--- config.mk ---
export PLATFORM = sky130hd
export DESIGN_NAME = adsel_top
export DESIGN_NICKNAME = d
export VERILOG_FILES = /design/src/hdl/adsel_pkg.sv /design/src/hdl/adsel_prio.sv /design/src/hdl/adsel_top.sv
export VERILOG_INCLUDE_DIRS = /design/src /design/src/hdl
export SDC_FILE = /design/constraint.sdc
export NUM_CORES = 1
export LEC_CHECK = 0
export BUFFER_PORTS_ARGS = -buffer_cell sky130_fd_sc_hd__buf_4
export CORE_ASPECT_RATIO = 0.6
export CORE_MARGIN = 1
export CORE_UTILIZATION = 40
export DETAILED_ROUTE_END_ITERATION = 10
export SKIP_LAST_GASP = 1
export SYNTH_ARGS = -nofsm -noshare
export SYNTH_HDL_FRONTEND = slang
export SYNTH_SLANG_ARGS = --single-unit
export TNS_END_PERCENT = 1
--- constraint.sdc ---
create_clock -name sys_clk_i -period 2.2 [get_ports sys_clk_i]
set_input_delay 0.33 -clock sys_clk_i [delete_from_list [all_inputs] [get_ports sys_clk_i]]
set_output_delay 0.33 -clock sys_clk_i [all_outputs]
set_load 0.02 [all_outputs]
--- src/hdl/adsel_defs.svh ---
// Constants of the adaptive setting selector
`ifndef ADSEL_DEFS_SVH
`define ADSEL_DEFS_SVH
// ==========================================================
// Sizes
`define ADSEL_NUM_ALT 4
`define ADSEL_PICKUP_W 16
`define ADSEL_CURVE_W 4
`define ADSEL_DIAL_W 12
`define ADSEL_RMODE_W 2
// ==========================================================
// Register offsets (word addresses on the plain port)
`define ADSEL_ADDR_W 6
`define ADSEL_OFS_ASSIGN 6'h00
`define ADSEL_OFS_STATUS 6'h01
`define ADSEL_OFS_SET_BASE 6'h08
`define ADSEL_SET_STRIDE 6'h04
`define ADSEL_FLD_PICKUP 2'h0
`define ADSEL_FLD_CURVE 2'h1
`define ADSEL_FLD_DIAL 2'h2
`define ADSEL_FLD_RMODE 2'h3
// ==========================================================
// Reset values
`define ADSEL_ASSIGN_RST 4'h0
`define ADSEL_PICKUP_RST 16'h0000
`define ADSEL_CURVE_RST 4'h0
`define ADSEL_DIAL_RST 12'h000
`define ADSEL_RMODE_RST 2'h0
`endif

--- src/hdl/adsel_pkg.sv ---
// Types of the adaptive setting selector
package adsel_pkg;
  // Which setting set is applied to the element
  typedef enum logic [2:0] {
    ADSEL_DEFAULT,
    ADSEL_ALT1,
    ADSEL_ALT2,
    ADSEL_ALT3,
    ADSEL_ALT4
  } adsel_sel_t;
endpackage

--- src/hdl/adsel_prio.sv ---
// Fixed-priority chooser of the active alternative set
`timescale 1ns/100ps
`default_nettype none
module adsel_prio
  import adsel_pkg::*;
#(
  parameter int NUM_ALT = 4
)
(
  // Qualified requests, bit 0 is set 1
  input wire logic [NUM_ALT-1:0] req_i,
  // Winner, one-hot, and whether any request is set
  output logic [NUM_ALT-1:0] grant_o,
  output logic any_o
);
  // ========================================================
  // Lowest bit wins
  always_comb
  begin
    grant_o = '0;
    any_o = 1'b0;
    for (int i = NUM_ALT - 1; i >= 0; i--)
    begin
      if (req_i[i])
      begin
        grant_o = '0;
        grant_o[i] = 1'b1;
        any_o = 1'b1;
      end
    end
  end
endmodule
`default_nettype wire

--- src/hdl/adsel_top.sv ---
// Adaptive setting selector for one protection element
//
// Contract
// - Four alternative sets besides default; at most one applied at once.
// - Several active activations: lowest-numbered set wins.
// - Alternative set applies only if assigned and while its signal is true.
// - Activation falling back returns to default values automatically.
// - No set assigned: element always uses default settings; under reset the outputs clear to zero instead.
// - Each set holds pickup, curve, dial, reset mode; switched together.
//
// The register offsets and strobed register access were chosen for this implementation.
`timescale 1ns/100ps
`default_nettype none
`include "adsel_defs.svh"
module adsel_top
  import adsel_pkg::*;
#(
  parameter int NUM_ALT = `ADSEL_NUM_ALT,
  parameter int PICKUP_W = `ADSEL_PICKUP_W,
  parameter int CURVE_W = `ADSEL_CURVE_W,
  parameter int DIAL_W = `ADSEL_DIAL_W,
  parameter int RMODE_W = `ADSEL_RMODE_W
)
(
  // Clock and reset
  input wire logic sys_clk_i,
  input wire logic reset_n_i,
  // Register port
  input wire logic [`ADSEL_ADDR_W-1:0] addr_i,
  input wire logic [31:0] wdata_i,
  input wire logic wr_i,
  input wire logic rd_i,
  output logic [31:0] rdata_o,
  // Activation signals from logic functions, bit 0 is set 1
  input wire logic [NUM_ALT-1:0] act_i,
  // Default settings of the element
  input wire logic [PICKUP_W-1:0] def_pickup_i,
  input wire logic [CURVE_W-1:0] def_curve_i,
  input wire logic [DIAL_W-1:0] def_dial_i,
  input wire logic [RMODE_W-1:0] def_rmode_i,
  // Settings in force, to the element datapath
  output logic [PICKUP_W-1:0] pickup_o,
  output logic [CURVE_W-1:0] curve_o,
  output logic [DIAL_W-1:0] dial_o,
  output logic [RMODE_W-1:0] rmode_o,
  output adsel_sel_t sel_o
);
  // ========================================================
  // Elaboration checks
  initial
  begin
    if (NUM_ALT != 4)
      $error("adsel_top: NUM_ALT must be 4");
    if (PICKUP_W > 32 || DIAL_W > 32 || CURVE_W > 32 || RMODE_W > 32)
      $error("adsel_top: field wider than data bus");
  end

  // Decode an alternative-set field address; returns set index or -1
  function automatic int set_of(input logic [`ADSEL_ADDR_W-1:0] a);
    int off;
    off = int'(a) - int'(`ADSEL_OFS_SET_BASE);
    if (off >= 0 && off < NUM_ALT * int'(`ADSEL_SET_STRIDE))
      return off / int'(`ADSEL_SET_STRIDE);
    return -1;
  endfunction

  // ========================================================
  // Setting store and assignment register
  logic [NUM_ALT-1:0] assign_reg, assign_next;
  logic [PICKUP_W-1:0] pk_reg [NUM_ALT];
  logic [PICKUP_W-1:0] pk_next [NUM_ALT];
  logic [CURVE_W-1:0] cv_reg [NUM_ALT];
  logic [CURVE_W-1:0] cv_next [NUM_ALT];
  logic [DIAL_W-1:0] dl_reg [NUM_ALT];
  logic [DIAL_W-1:0] dl_next [NUM_ALT];
  logic [RMODE_W-1:0] rm_reg [NUM_ALT];
  logic [RMODE_W-1:0] rm_next [NUM_ALT];
  logic [31:0] rdata_reg, rdata_next;
  int ws;
  int rs;

  // Software writes the assignment bits and the per-set values
  always_comb
  begin
    assign_next = assign_reg;
    pk_next = pk_reg;
    cv_next = cv_reg;
    dl_next = dl_reg;
    rm_next = rm_reg;
    ws = set_of(addr_i);
    if (wr_i)
    begin
      if (addr_i == `ADSEL_OFS_ASSIGN)
        assign_next = wdata_i[NUM_ALT-1:0];
      else if (ws >= 0)
      begin
        unique case (addr_i[1:0])
          `ADSEL_FLD_PICKUP: pk_next[ws] = wdata_i[PICKUP_W-1:0];
          `ADSEL_FLD_CURVE: cv_next[ws] = wdata_i[CURVE_W-1:0];
          `ADSEL_FLD_DIAL: dl_next[ws] = wdata_i[DIAL_W-1:0];
          `ADSEL_FLD_RMODE: rm_next[ws] = wdata_i[RMODE_W-1:0];
        endcase
      end
    end
  end

  // ========================================================
  // Selection
  logic [NUM_ALT-1:0] qual;
  logic [NUM_ALT-1:0] grant;
  logic any_grant;

  assign qual = act_i & assign_reg;

  adsel_prio #(
    .NUM_ALT(NUM_ALT)
  ) u_prio (
    .req_i(qual),
    .grant_o(grant),
    .any_o(any_grant)
  );

  adsel_sel_t sel_reg, sel_next;
  logic [PICKUP_W-1:0] pickup_reg, pickup_next;
  logic [CURVE_W-1:0] curve_reg, curve_next;
  logic [DIAL_W-1:0] dial_reg, dial_next;
  logic [RMODE_W-1:0] rmode_reg, rmode_next;

  // one-hot grant picks a single set
  always_comb
  begin
    sel_next = ADSEL_DEFAULT;
    pickup_next = def_pickup_i;
    curve_next = def_curve_i;
    dial_next = def_dial_i;
    rmode_next = def_rmode_i;
    for (int i = 0; i < NUM_ALT; i++)
    begin
      if (grant[i])
      begin
        sel_next = adsel_sel_t'(i + 1);
        pickup_next = pk_reg[i];
        curve_next = cv_reg[i];
        dial_next = dl_reg[i];
        rmode_next = rm_reg[i];
      end
    end
  end

  // ========================================================
  // Read-back: assignment, state and stored values
  always_comb
  begin
    rdata_next = 32'h0000_0000;
    rs = set_of(addr_i);
    if (rd_i)
    begin
      if (addr_i == `ADSEL_OFS_ASSIGN)
        rdata_next[NUM_ALT-1:0] = assign_reg;
      else if (addr_i == `ADSEL_OFS_STATUS)
      begin
        rdata_next[2:0] = sel_reg;
        rdata_next[8+NUM_ALT-1:8] = qual;
        rdata_next[16] = any_grant;
      end
      else if (rs >= 0)
      begin
        unique case (addr_i[1:0])
          `ADSEL_FLD_PICKUP: rdata_next[PICKUP_W-1:0] = pk_reg[rs];
          `ADSEL_FLD_CURVE: rdata_next[CURVE_W-1:0] = cv_reg[rs];
          `ADSEL_FLD_DIAL: rdata_next[DIAL_W-1:0] = dl_reg[rs];
          `ADSEL_FLD_RMODE: rdata_next[RMODE_W-1:0] = rm_reg[rs];
        endcase
      end
    end
  end

  // ========================================================
  // Registers
  // reset into default, re-evaluated every cycle
  always_ff @(posedge sys_clk_i or negedge reset_n_i)
  begin
    if (!reset_n_i)
    begin
      assign_reg <= `ADSEL_ASSIGN_RST;
      for (int i = 0; i < NUM_ALT; i++)
      begin
        pk_reg[i] <= `ADSEL_PICKUP_RST;
        cv_reg[i] <= `ADSEL_CURVE_RST;
        dl_reg[i] <= `ADSEL_DIAL_RST;
        rm_reg[i] <= `ADSEL_RMODE_RST;
      end
      sel_reg <= ADSEL_DEFAULT;
      // Defaults are ports, so outputs clear to zero under reset
      pickup_reg <= '0;
      curve_reg <= '0;
      dial_reg <= '0;
      rmode_reg <= '0;
      rdata_reg <= 32'h0000_0000;
    end
    else
    begin
      assign_reg <= assign_next;
      pk_reg <= pk_next;
      cv_reg <= cv_next;
      dl_reg <= dl_next;
      rm_reg <= rm_next;
      sel_reg <= sel_next;
      pickup_reg <= pickup_next;
      curve_reg <= curve_next;
      dial_reg <= dial_next;
      rmode_reg <= rmode_next;
      rdata_reg <= rdata_next;
    end
  end

  assign rdata_o = rdata_reg;
  assign sel_o = sel_reg;
  assign pickup_o = pickup_reg;
  assign curve_o = curve_reg;
  assign dial_o = dial_reg;
  assign rmode_o = rmode_reg;
endmodule
`default_nettype wire

==> results of run 1 <==
power breakdown:
| part | switching [uW] | internal, uW |
|---|---|---|
| clock network | 1500 | 1620 |
| registers | 113 | 3760 |
| logic | 1000 | 689 |
| total | 2620 | 6070 |
worst min path at each step:
stage / end / depth (start not counted)
3_3_place_gp: assign_reg[0]$_DFFE_PN0P_ / 1
6_report: pk_reg[44]$_DFFE_PN0P_ / 2
5_1_grt: pk_reg[44]$_DFFE_PN0P_ / 2
3_5_place_dp: assign_reg[0]$_DFFE_PN0P_ / 1
2_1_floorplan: assign_reg[0]$_DFFE_PN0P_ / 0
4_1_cts: pk_reg[44]$_DFFE_PN0P_ / 2
routing by layer:
metal	track usage [%]	routed length, um	vias to the layer above
met5	0	0	-
met2	37.4	13300	342
met1	40.0	15600	4096
li1	-	-	3661
met4	7.00	585	0
met3	5.40	2380	38
metrics by stage:
step / std cells / utilization [%] / instance area, um2 / total power, uW
after CTS: 1423 / 51.9 / 12500 / 8760
after global placement: 1386 / 48.8 / 11800 / 5590
after floorplan: 923 / - / 9920 / 4770
final: 1421 / 51.8 / 12500 / 8690
after detailed placement: 1386 / 48.8 / 11800 / 5600
after global routing: 1421 / 51.8 / 12500 / 9040
worst max-delay path, cell delays in order:
cell and delay [ns]:
sky130_fd_sc_hd__buf_8 0.10, sky130_fd_sc_hd__nor3_4 0.18, sky130_fd_sc_hd__nor2b_4 0.18, sky130_fd_sc_hd__ha_4 0.15, sky130_fd_sc_hd__ha_4 0.12, sky130_fd_sc_hd__or3b_4 0.37, sky130_fd_sc_hd__or4_4 0.45, sky130_fd_sc_hd__ha_4 0.29
sky130_fd_sc_hd__nand4b_1 0.10, sky130_fd_sc_hd__nor4b_2 0.23, sky130_fd_sc_hd__nand4_1 0.17, sky130_fd_sc_hd__or4_4 0.51, sky130_fd_sc_hd__nor2_4 0.19, sky130_fd_sc_hd__buf_8 0.18, sky130_fd_sc_hd__mux2_4 0.31
cells by family (layout without fill, tap and decap cells):
logic type / count (synthesis) / count (layout) / share of synthesized area, %
AOI/OAI and AO/OA: 201 / 201 / 13.5
muxes: 175 / 175 / 20.0
adders and majority gates: 9 / 9 / 1.15
buffers and inverters: 83 / 259 / 4.02
DFF: 194 / 194 / 49.4
xor gates and xnor gates: 2 / 2 / 0.178
other: 1 / 15 / 0.0382
and+or+nand+nor: 244 / 244 / 11.7
Yosys cell counts (all sizes together), types with 5 or more instances:
cell     count  area [um2]
mux2       154        1730
a311oi      31         272
buf         26         181
nor3         7        46.3
ha           9         113
o21ai       55         279
clkbuf      49         184
nor4        12         136
inv          8        30.0
o221ai      11        96.3
dfrtp      194        4850
a21oi       45         225
a2bb2oi      5        43.8
nor2        56         218
or3          5        31.3
nand3        9        50.1
a22oi        5        37.5
nand2      130         488
nand2b       7        43.8
mux2i       19         190
o22ai       21         131
repair_timing:
item | 4_1_cts | 5_1_grt
buffers inserted | 5 | 0
gates resized for setup | 32 | 4
cloned | 1 | 0
hold buffers | 1 | 0
hold endpoints to repair | 46 | 0
endpoints found under the setup margin | 152 | 152
pin swaps | 9 | 9
area by class of cell:
type,count,area share (%)
sequential,194,38.8
inverter,8,0.240
tap,322,3.22
clock inverter,12,0.990
multi-input combinational,646,38.3
timing repair buffer,220,14.9
clock buffer,19,3.54
==> Implementation_results.wiki, run 1 <==
{| class="wikitable"
! Metric !! Value
|-
| Router iterations before antenna repair || 5
|-
| Number of inserted filler cells in the final layout || 2204
|-
| Total die area || between 20000 and 30000 um2
|-
| Detailed Route WL || 31900 um
|-
| Post-layout net count || 1176
|-
| Maximum clock frequency || roughly 280 MHz
|-
| Vertical die dimension || roughly 120 um
|-
| Post-detailed-route wirelength per cell || approximately 22 um
|-
| Die width || ~200 um
|-
| Number of antenna violations at the first check in global routing || 1
|-
| Worst ir drop on vdd || approximately 0.45 mV
|-
| Relative slew slack || between 50% and 60%
|-
| Post-synthesis register bit count || 194
|-
| Commonest non-fill, non-tap cells in the layout || sky130_fd_sc_hd__buf_4 (198), sky130_fd_sc_hd__dfrtp_1 (194), sky130_fd_sc_hd__nand2_1 (129), sky130_fd_sc_hd__mux2_2 (127)
|-
| Commonest non-fill, non-tap cell in the layout || sky130_fd_sc_hd__buf_4
|-
| Final global-route overflow total || 0
|-
| Startpoint of the worst-slack reg-to-reg timing path || assign_reg[1]$_DFFE_PN0P_
|-
| Predominant post-synthesis flop cell || sky130_fd_sc_hd__dfrtp_1
|-
| Number of global-route vias before repair || roughly 8000
|-
| Violated checks || setup timing
|-
| Area taken by multi-input logic gates || approximately 4800 um2
|-
| Post-layout minimum cycle time || roughly 3.5 ns
|-
| Hold Worst Slack || between 0.1 and 0.15 ns
|-
| GRT Util Overall || between 20% and 30%
|-
| Layout overhead on the synthesized area || 27.4%
|-
| Measured slew at the worst slew-check pin || just under 0.7 ns
|-
| Sum of net half-perimeters after detailed placement || about 22000 um
|-
| Power per cell area || slightly below 700 nW/um2
|-
| Worst setup slack after layout || -1.33 ns
|-
| Highest fanout seen on the critical path || 7
|-
| RD Place Congestion || approximately 0.89
|-
| Arrival time of data at the critical path endpoint || roughly 3.9 ns
|-
| Root Driver || sky130_fd_sc_hd__clkbuf_16
|-
| Class of the worst hold path || in -> reg
|-
| Depth of the worst register-to-register path || 6
|-
| Share of the yosys chip area belonging to registers || between 40% and 50%
|-
| Critical path type || in -> reg
|-
| Reg-to-Reg End || pickup_o[15]$_DFF_PN0_
|-
| Clock transition at the registers of the reported paths || about 0.08 ns
|-
| Detailed Route Iter0 Violations || between 600 and 700
|-
| Mean cell area of the mapped netlist || around 11 um2
|-
| Clock tree from TritonCTS || done
|-
| Number of diodes added for antenna fixing || 0
|-
| Count of yosys warnings during synthesis || 0
|-
| Global-route wire length before repair || 48900 um
|-
| Number of distinct library cells after synthesis || 55
|-
| Core outline area || about 24000 um2
|-
| Clock Sink Count || ~190
|-
| Layout cells sized above 1 || approximately two fifths
|-
| Post-placement worst setup slack || -2.00 ns
|-
| Total of buffers placed on input and output ports || 117
|-
| Setup slack on the worst flop-to-flop path || between 0.15 and 0.2 ns
|-
| Number of levels in the clock H-tree || 4
|-
| Async set or reset register ratio after synthesis || 100%
|-
| Largest net degree at the start of global routing || 55
|-
| Setup repair after global routing missed its margin || yes
|-
| Setup violation total in the final timing report || ~150
|-
| Startpoint type of the worst setup path || input pin
|-
| Total vias in the final route || approximately 8000
|-
| Timing endpoint of the critical path || pk_reg[27]$_DFFE_PN0P_
|-
| Flip-flop count of the largest register after layout || 64
|-
| Launching instance or port of the critical path || addr_i[3]
|-
| Number of instances in the synthesized netlist || about 910
|-
| Outcome || complete, but fails checks
|-
| Critical Path Sink Type || flop
|-
| Worst clock skew || approximately 0.014 ns
|-
| Number of nets with antenna violations after routing || 0
|-
| Initial Util || 40.7%
|-
| Site Rows || 44
|-
| Fin. max-slew vios || 0
|-
| Number of flops mapped to enable cells by yosys || 0
|-
| Area taken by flip-flops and latches || around 5000 um2
|-
| Required @ worst endpoint || between 2 and 3 ns
|-
| Setup TNS || -161.49 ns
|-
| Clk_lat worst skew || 0.45 ns
|-
| Leakage || 0.00594 uW
|-
| Combined area of all synthesized cells || roughly 9800 um2
|-
| Number of violations of the max-capacitance limit || 0
|-
| Ratio of final minimum period to clock period || 161%
|-
| Number of design rule violations left after detail routing || 0
|-
| Hold path startpoint || wdata_i[12]
|-
| Detailed-route vias per instance || ~5.7
|-
| Maximum root-to-sink buffer count || 2
|-
| Total clock buffers created by CTS || 17
|-
| Boundary pin count || 149
|-
| Hold violation total from the final report || 0
|}
(Power assumes the default switching activity.)
==> run 2: changes to the inputs <==
- CORE_MARGIN: 1 -> 5
- PLACE_DENSITY_LB_ADDON: default -> 0.15
- clock period: 2.2 -> 3.9 ns (I/O delays scaled with it)
==> run 2 against run 1 <==
Register-to-register slack gained 1.4 ns; first-iteration DRC count fell by 7.0%; count of clock-buffer cells in the layout is 2 higher; global-route usage decreased by 3.5 points; routed wire length down 0.56%; the flow still finishes with violations (setup timing); sequential share of layout area grew 1.4 points; via count shrank 3.6%; design area decreased by 3.4%; clock skew decreased by 0.0031 ns; die area is 11% higher; largest power group unchanged; core utilization fell by 1.8 points; largest cell class unchanged; clock power decreased by 42%.
==> Implementation_results.wiki, run 2 (synthesized netlist as in run 1, its figures left out) <==
{| class="wikitable"
! Metric !! Value
|-
| Outcome || complete, but fails checks
|-
| Site Rows || 44 (unchanged)
|-
| Detailed-route vias per instance || 5.67 (-1.0%)
|-
| Number of design rule violations left after detail routing || 0 (unchanged)
|-
| Post-detailed-route wirelength per cell || 22.9 um (+2.2%)
|-
| RD Place Congestion || 0.867 (-2.6%)
|-
| Detailed Route WL || 31700 um (-0.56%)
|-
| Vertical die dimension || 131 um (+6.5%)
|-
| Clock tree from TritonCTS || done
|-
| Number of global-route vias before repair || 7814 (-2.3%)
|-
| Hold violation total from the final report || 0 (unchanged)
|-
| Layout cells sized above 1 || 36.2% (-2.2 points)
|-
| Total die area || 27900 um2 (+11%)
|-
| Router iterations before antenna repair || 5 (unchanged)
|-
| Overall power || 4890 uW (-44%)
|-
| GRT Util Overall || 22.8% (-3.5 points)
|-
| Leakage || 0.00570 uW (-3.9%)
|-
| Number of diodes added for antenna fixing || 0 (unchanged)
|-
| Sum of net half-perimeters after detailed placement || 22000 um (-2.1%)
|-
| Number of nets with antenna violations after routing || 0 (unchanged)
|-
| Power per cell area || 404 nW/um2 (-42%)
|-
| Area taken by flip-flops and latches || 4850 um2 (unchanged)
|-
| Die width || 212 um (+3.9%)
|-
| Initial Util || 40.7% (unchanged)
|-
| Commonest non-fill, non-tap cells in the layout || sky130_fd_sc_hd__dfrtp_1 (194), sky130_fd_sc_hd__buf_4 (173), sky130_fd_sc_hd__mux2_2 (143), sky130_fd_sc_hd__nand2_1 (129)
|-
| Clock transition at the registers of the reported paths || 0.07 ns (about the same)
|-
| Startpoint type of the worst setup path || input pin
|-
| Total clock buffers created by CTS || 17 (unchanged)
|-
| Total vias in the final route || 7840 (-3.6%)
|-
| Clock Sink Count || 194 (unchanged)
|-
| Setup fix buffers added after clock tree synthesis || 0 (-5)
|-
| Maximum root-to-sink buffer count || 2 (unchanged)
|-
| Boundary pin count || 149 (unchanged)
|-
| Setup violation total in the final timing report || 16 (-89%)
|-
| Arrival time of data at the critical path endpoint || 4.34 ns (+0.48 ns)
|-
| Top delay family on crit path || simple AND/OR/NAND/NOR gates
|-
| Worst ir drop on vdd || 0.291 mV (-35%)
|-
| Slowest stage delay, CP || 0.56 ns (+0.05 ns)
|-
| Maximum clock frequency || 249 MHz
|-
| Placed instance area || 11400 um2 (-3.2%)
|-
| Number of inserted filler cells in the final layout || 2221 (+0.77%)
|-
| Depth of the worst register-to-register path || 6 (unchanged)
|-
| Fin. max-slew vios || 0 (unchanged)
|-
| Measured slew at the worst slew-check pin || 0.847 ns (+0.162 ns)
|-
| Launching instance or port of the critical path || addr_i[5]
|-
| Commonest non-fill, non-tap cell in the layout || sky130_fd_sc_hd__dfrtp_1
|-
| Finished Cell Area || 12100 um2 (-3.4%)
|-
| Post-layout net count || 1138 (-3.2%)
|-
| Number of levels in the clock H-tree || 4 (unchanged)
|-
| Relative slew slack || 43.3% (-11 points)
|-
| Highest fanout seen on the critical path || 4 (-3)
|-
| Flip-flop count of the largest register after layout || 64 (unchanged)
|-
| Clk_lat worst skew || 0.45 ns (about the same)
|-
| Critical Path Sink Type || flop
|-
| Count of cell instances traversed by the critical path || 15 (unchanged)
|-
| Critical path type || in -> reg
|-
| Post-layout minimum cycle time || 4.01 ns
|-
| Area taken by multi-input logic gates || 4730 um2 (-1.5%)
|-
| Required @ worst endpoint || 4.23 ns (+1.70 ns)
|-
| Startpoint of the worst-slack reg-to-reg timing path || assign_reg[0]$_DFFE_PN0P_
|-
| Largest net degree at the start of global routing || 85 (+55%)
|-
| Worst path cell trace || buf_4 -> nor3_4 -> nor2b_4 -> ha_4 -> ha_4 -> or3b_4 -> or4_4 -> ha_4 -> nand4b_1 -> nor4b_2 -> nand4_1 -> or4_4 -> nor2_4 -> clkbuf_16 -> mux2_2
|-
| Ratio of final minimum period to clock period || 103%
|-
| Setup repair after global routing missed its margin || yes
|-
| Layout overhead on the synthesized area || 23.0%
|-
| Global-route wire length before repair || 48800 um (-0.37%)
|-
| Number of antenna violations at the first check in global routing || 1 (unchanged)
|-
| Setup TNS || -1.60 ns (+159.88 ns)
|-
| Crit-path most repeated cell || sky130_fd_sc_hd__ha_4
|-
| Total of buffers placed on input and output ports || 117 (unchanged)
|-
| Number of violations of the max-capacitance limit || 0 (unchanged)
|-
| Detailed Route Iter0 Violations || 624 (-7.0%)
|-
| Violated checks || setup timing
|-
| Critical Path Slowest Stage Cell || sky130_fd_sc_hd__or4_4
|-
| Worst setup slack after layout || -0.113 ns (+1.22 ns)
|-
| Core outline area || 24200 um2 (unchanged)
|-
| Final global-route overflow total || 0 (unchanged)
|-
| Root Driver || sky130_fd_sc_hd__clkbuf_16
|-
| Count of buffer and inverter cells on the critical path || 2 (unchanged)
|-
| Worst clock skew || 0.0104 ns (-0.00314 ns)
|-
| Hold Worst Slack || 0.182 ns (+0.0509 ns)
|-
| Class of the worst hold path || in -> async
|}
==> run 2: cell type report <==
cell class              count  area share (%)
flip-flops and latches    194            40.2
multi-input cells         646            39.1
repair buffers            182            12.2
clock buffers              21            3.89
well taps                 322            3.33
clock inverters            10            1.02
inverters                   8           0.248
==> run 2: timing repair <==
item                                    CTS  global route
hold endpoints to repair                  0             0
pin swaps                                 2             5
hold buffers                              0             0
resized for setup                         1             8
cloned                                    0             1
endpoints found under the setup margin   28           125
==> run 2: report_power, final <==
group / internal, uW / switching, uW / leakage (uW)
clock: 999 / 808 / 0.000280
combinational: 341 / 554 / 0.00279
sequential: 2120 / 61.9 / 0.00263
==> run 2: metal layers <==
layer / vias up / wire, um / GRT usage (%)
met4: 2 / 462 / 5.29
li1: 3566 / - / -
met5: - / 14 / 0
met1: 3982 / 15300 / 35.1
met2: 255 / 13800 / 32.9
met3: 35 / 2090 / 4.91
==> run 2: stage by stage <==
step                      util [%]  cells  setup slack (ns)
after floorplan                  -    923            -0.329
final                         50.0   1383            -0.113
after global placement        47.2   1351            -0.505
after CTS                     49.7   1382           -0.0238
after detailed placement      47.2   1351            -0.524
after global routing          50.0   1383            -0.203
==> run 2: worst register-to-register path, cell delays in order (launching register included) <==
cell	delay [ns]
sky130_fd_sc_hd__dfrtp_1	0.44
sky130_fd_sc_hd__nand2_2	0.64
sky130_fd_sc_hd__buf_4	0.40
sky130_fd_sc_hd__nor2_1	0.07
sky130_fd_sc_hd__a311oi_1	0.27
sky130_fd_sc_hd__a21oi_1	0.06
sky130_fd_sc_hd__o21ai_0	0.31
==> run 2: path summary, 6_finish.rpt <==
kind	slack [ns]	endpoint
setup / recovery	-0.11	pk_reg[22]$_DFFE_PN0P_
hold / removal	0.18	pickup_o[11]$_DFF_PN0_
setup reg to reg	1.59	pickup_o[3]$_DFF_PN0_
hold reg to reg	0.52	pk_reg[43]$_DFFE_PN0P_
max in group asynchronous	2.87	dl_reg[45]$_DFFE_PN0P_
min in group sys_clk_i	0.39	pk_reg[46]$_DFFE_PN0P_
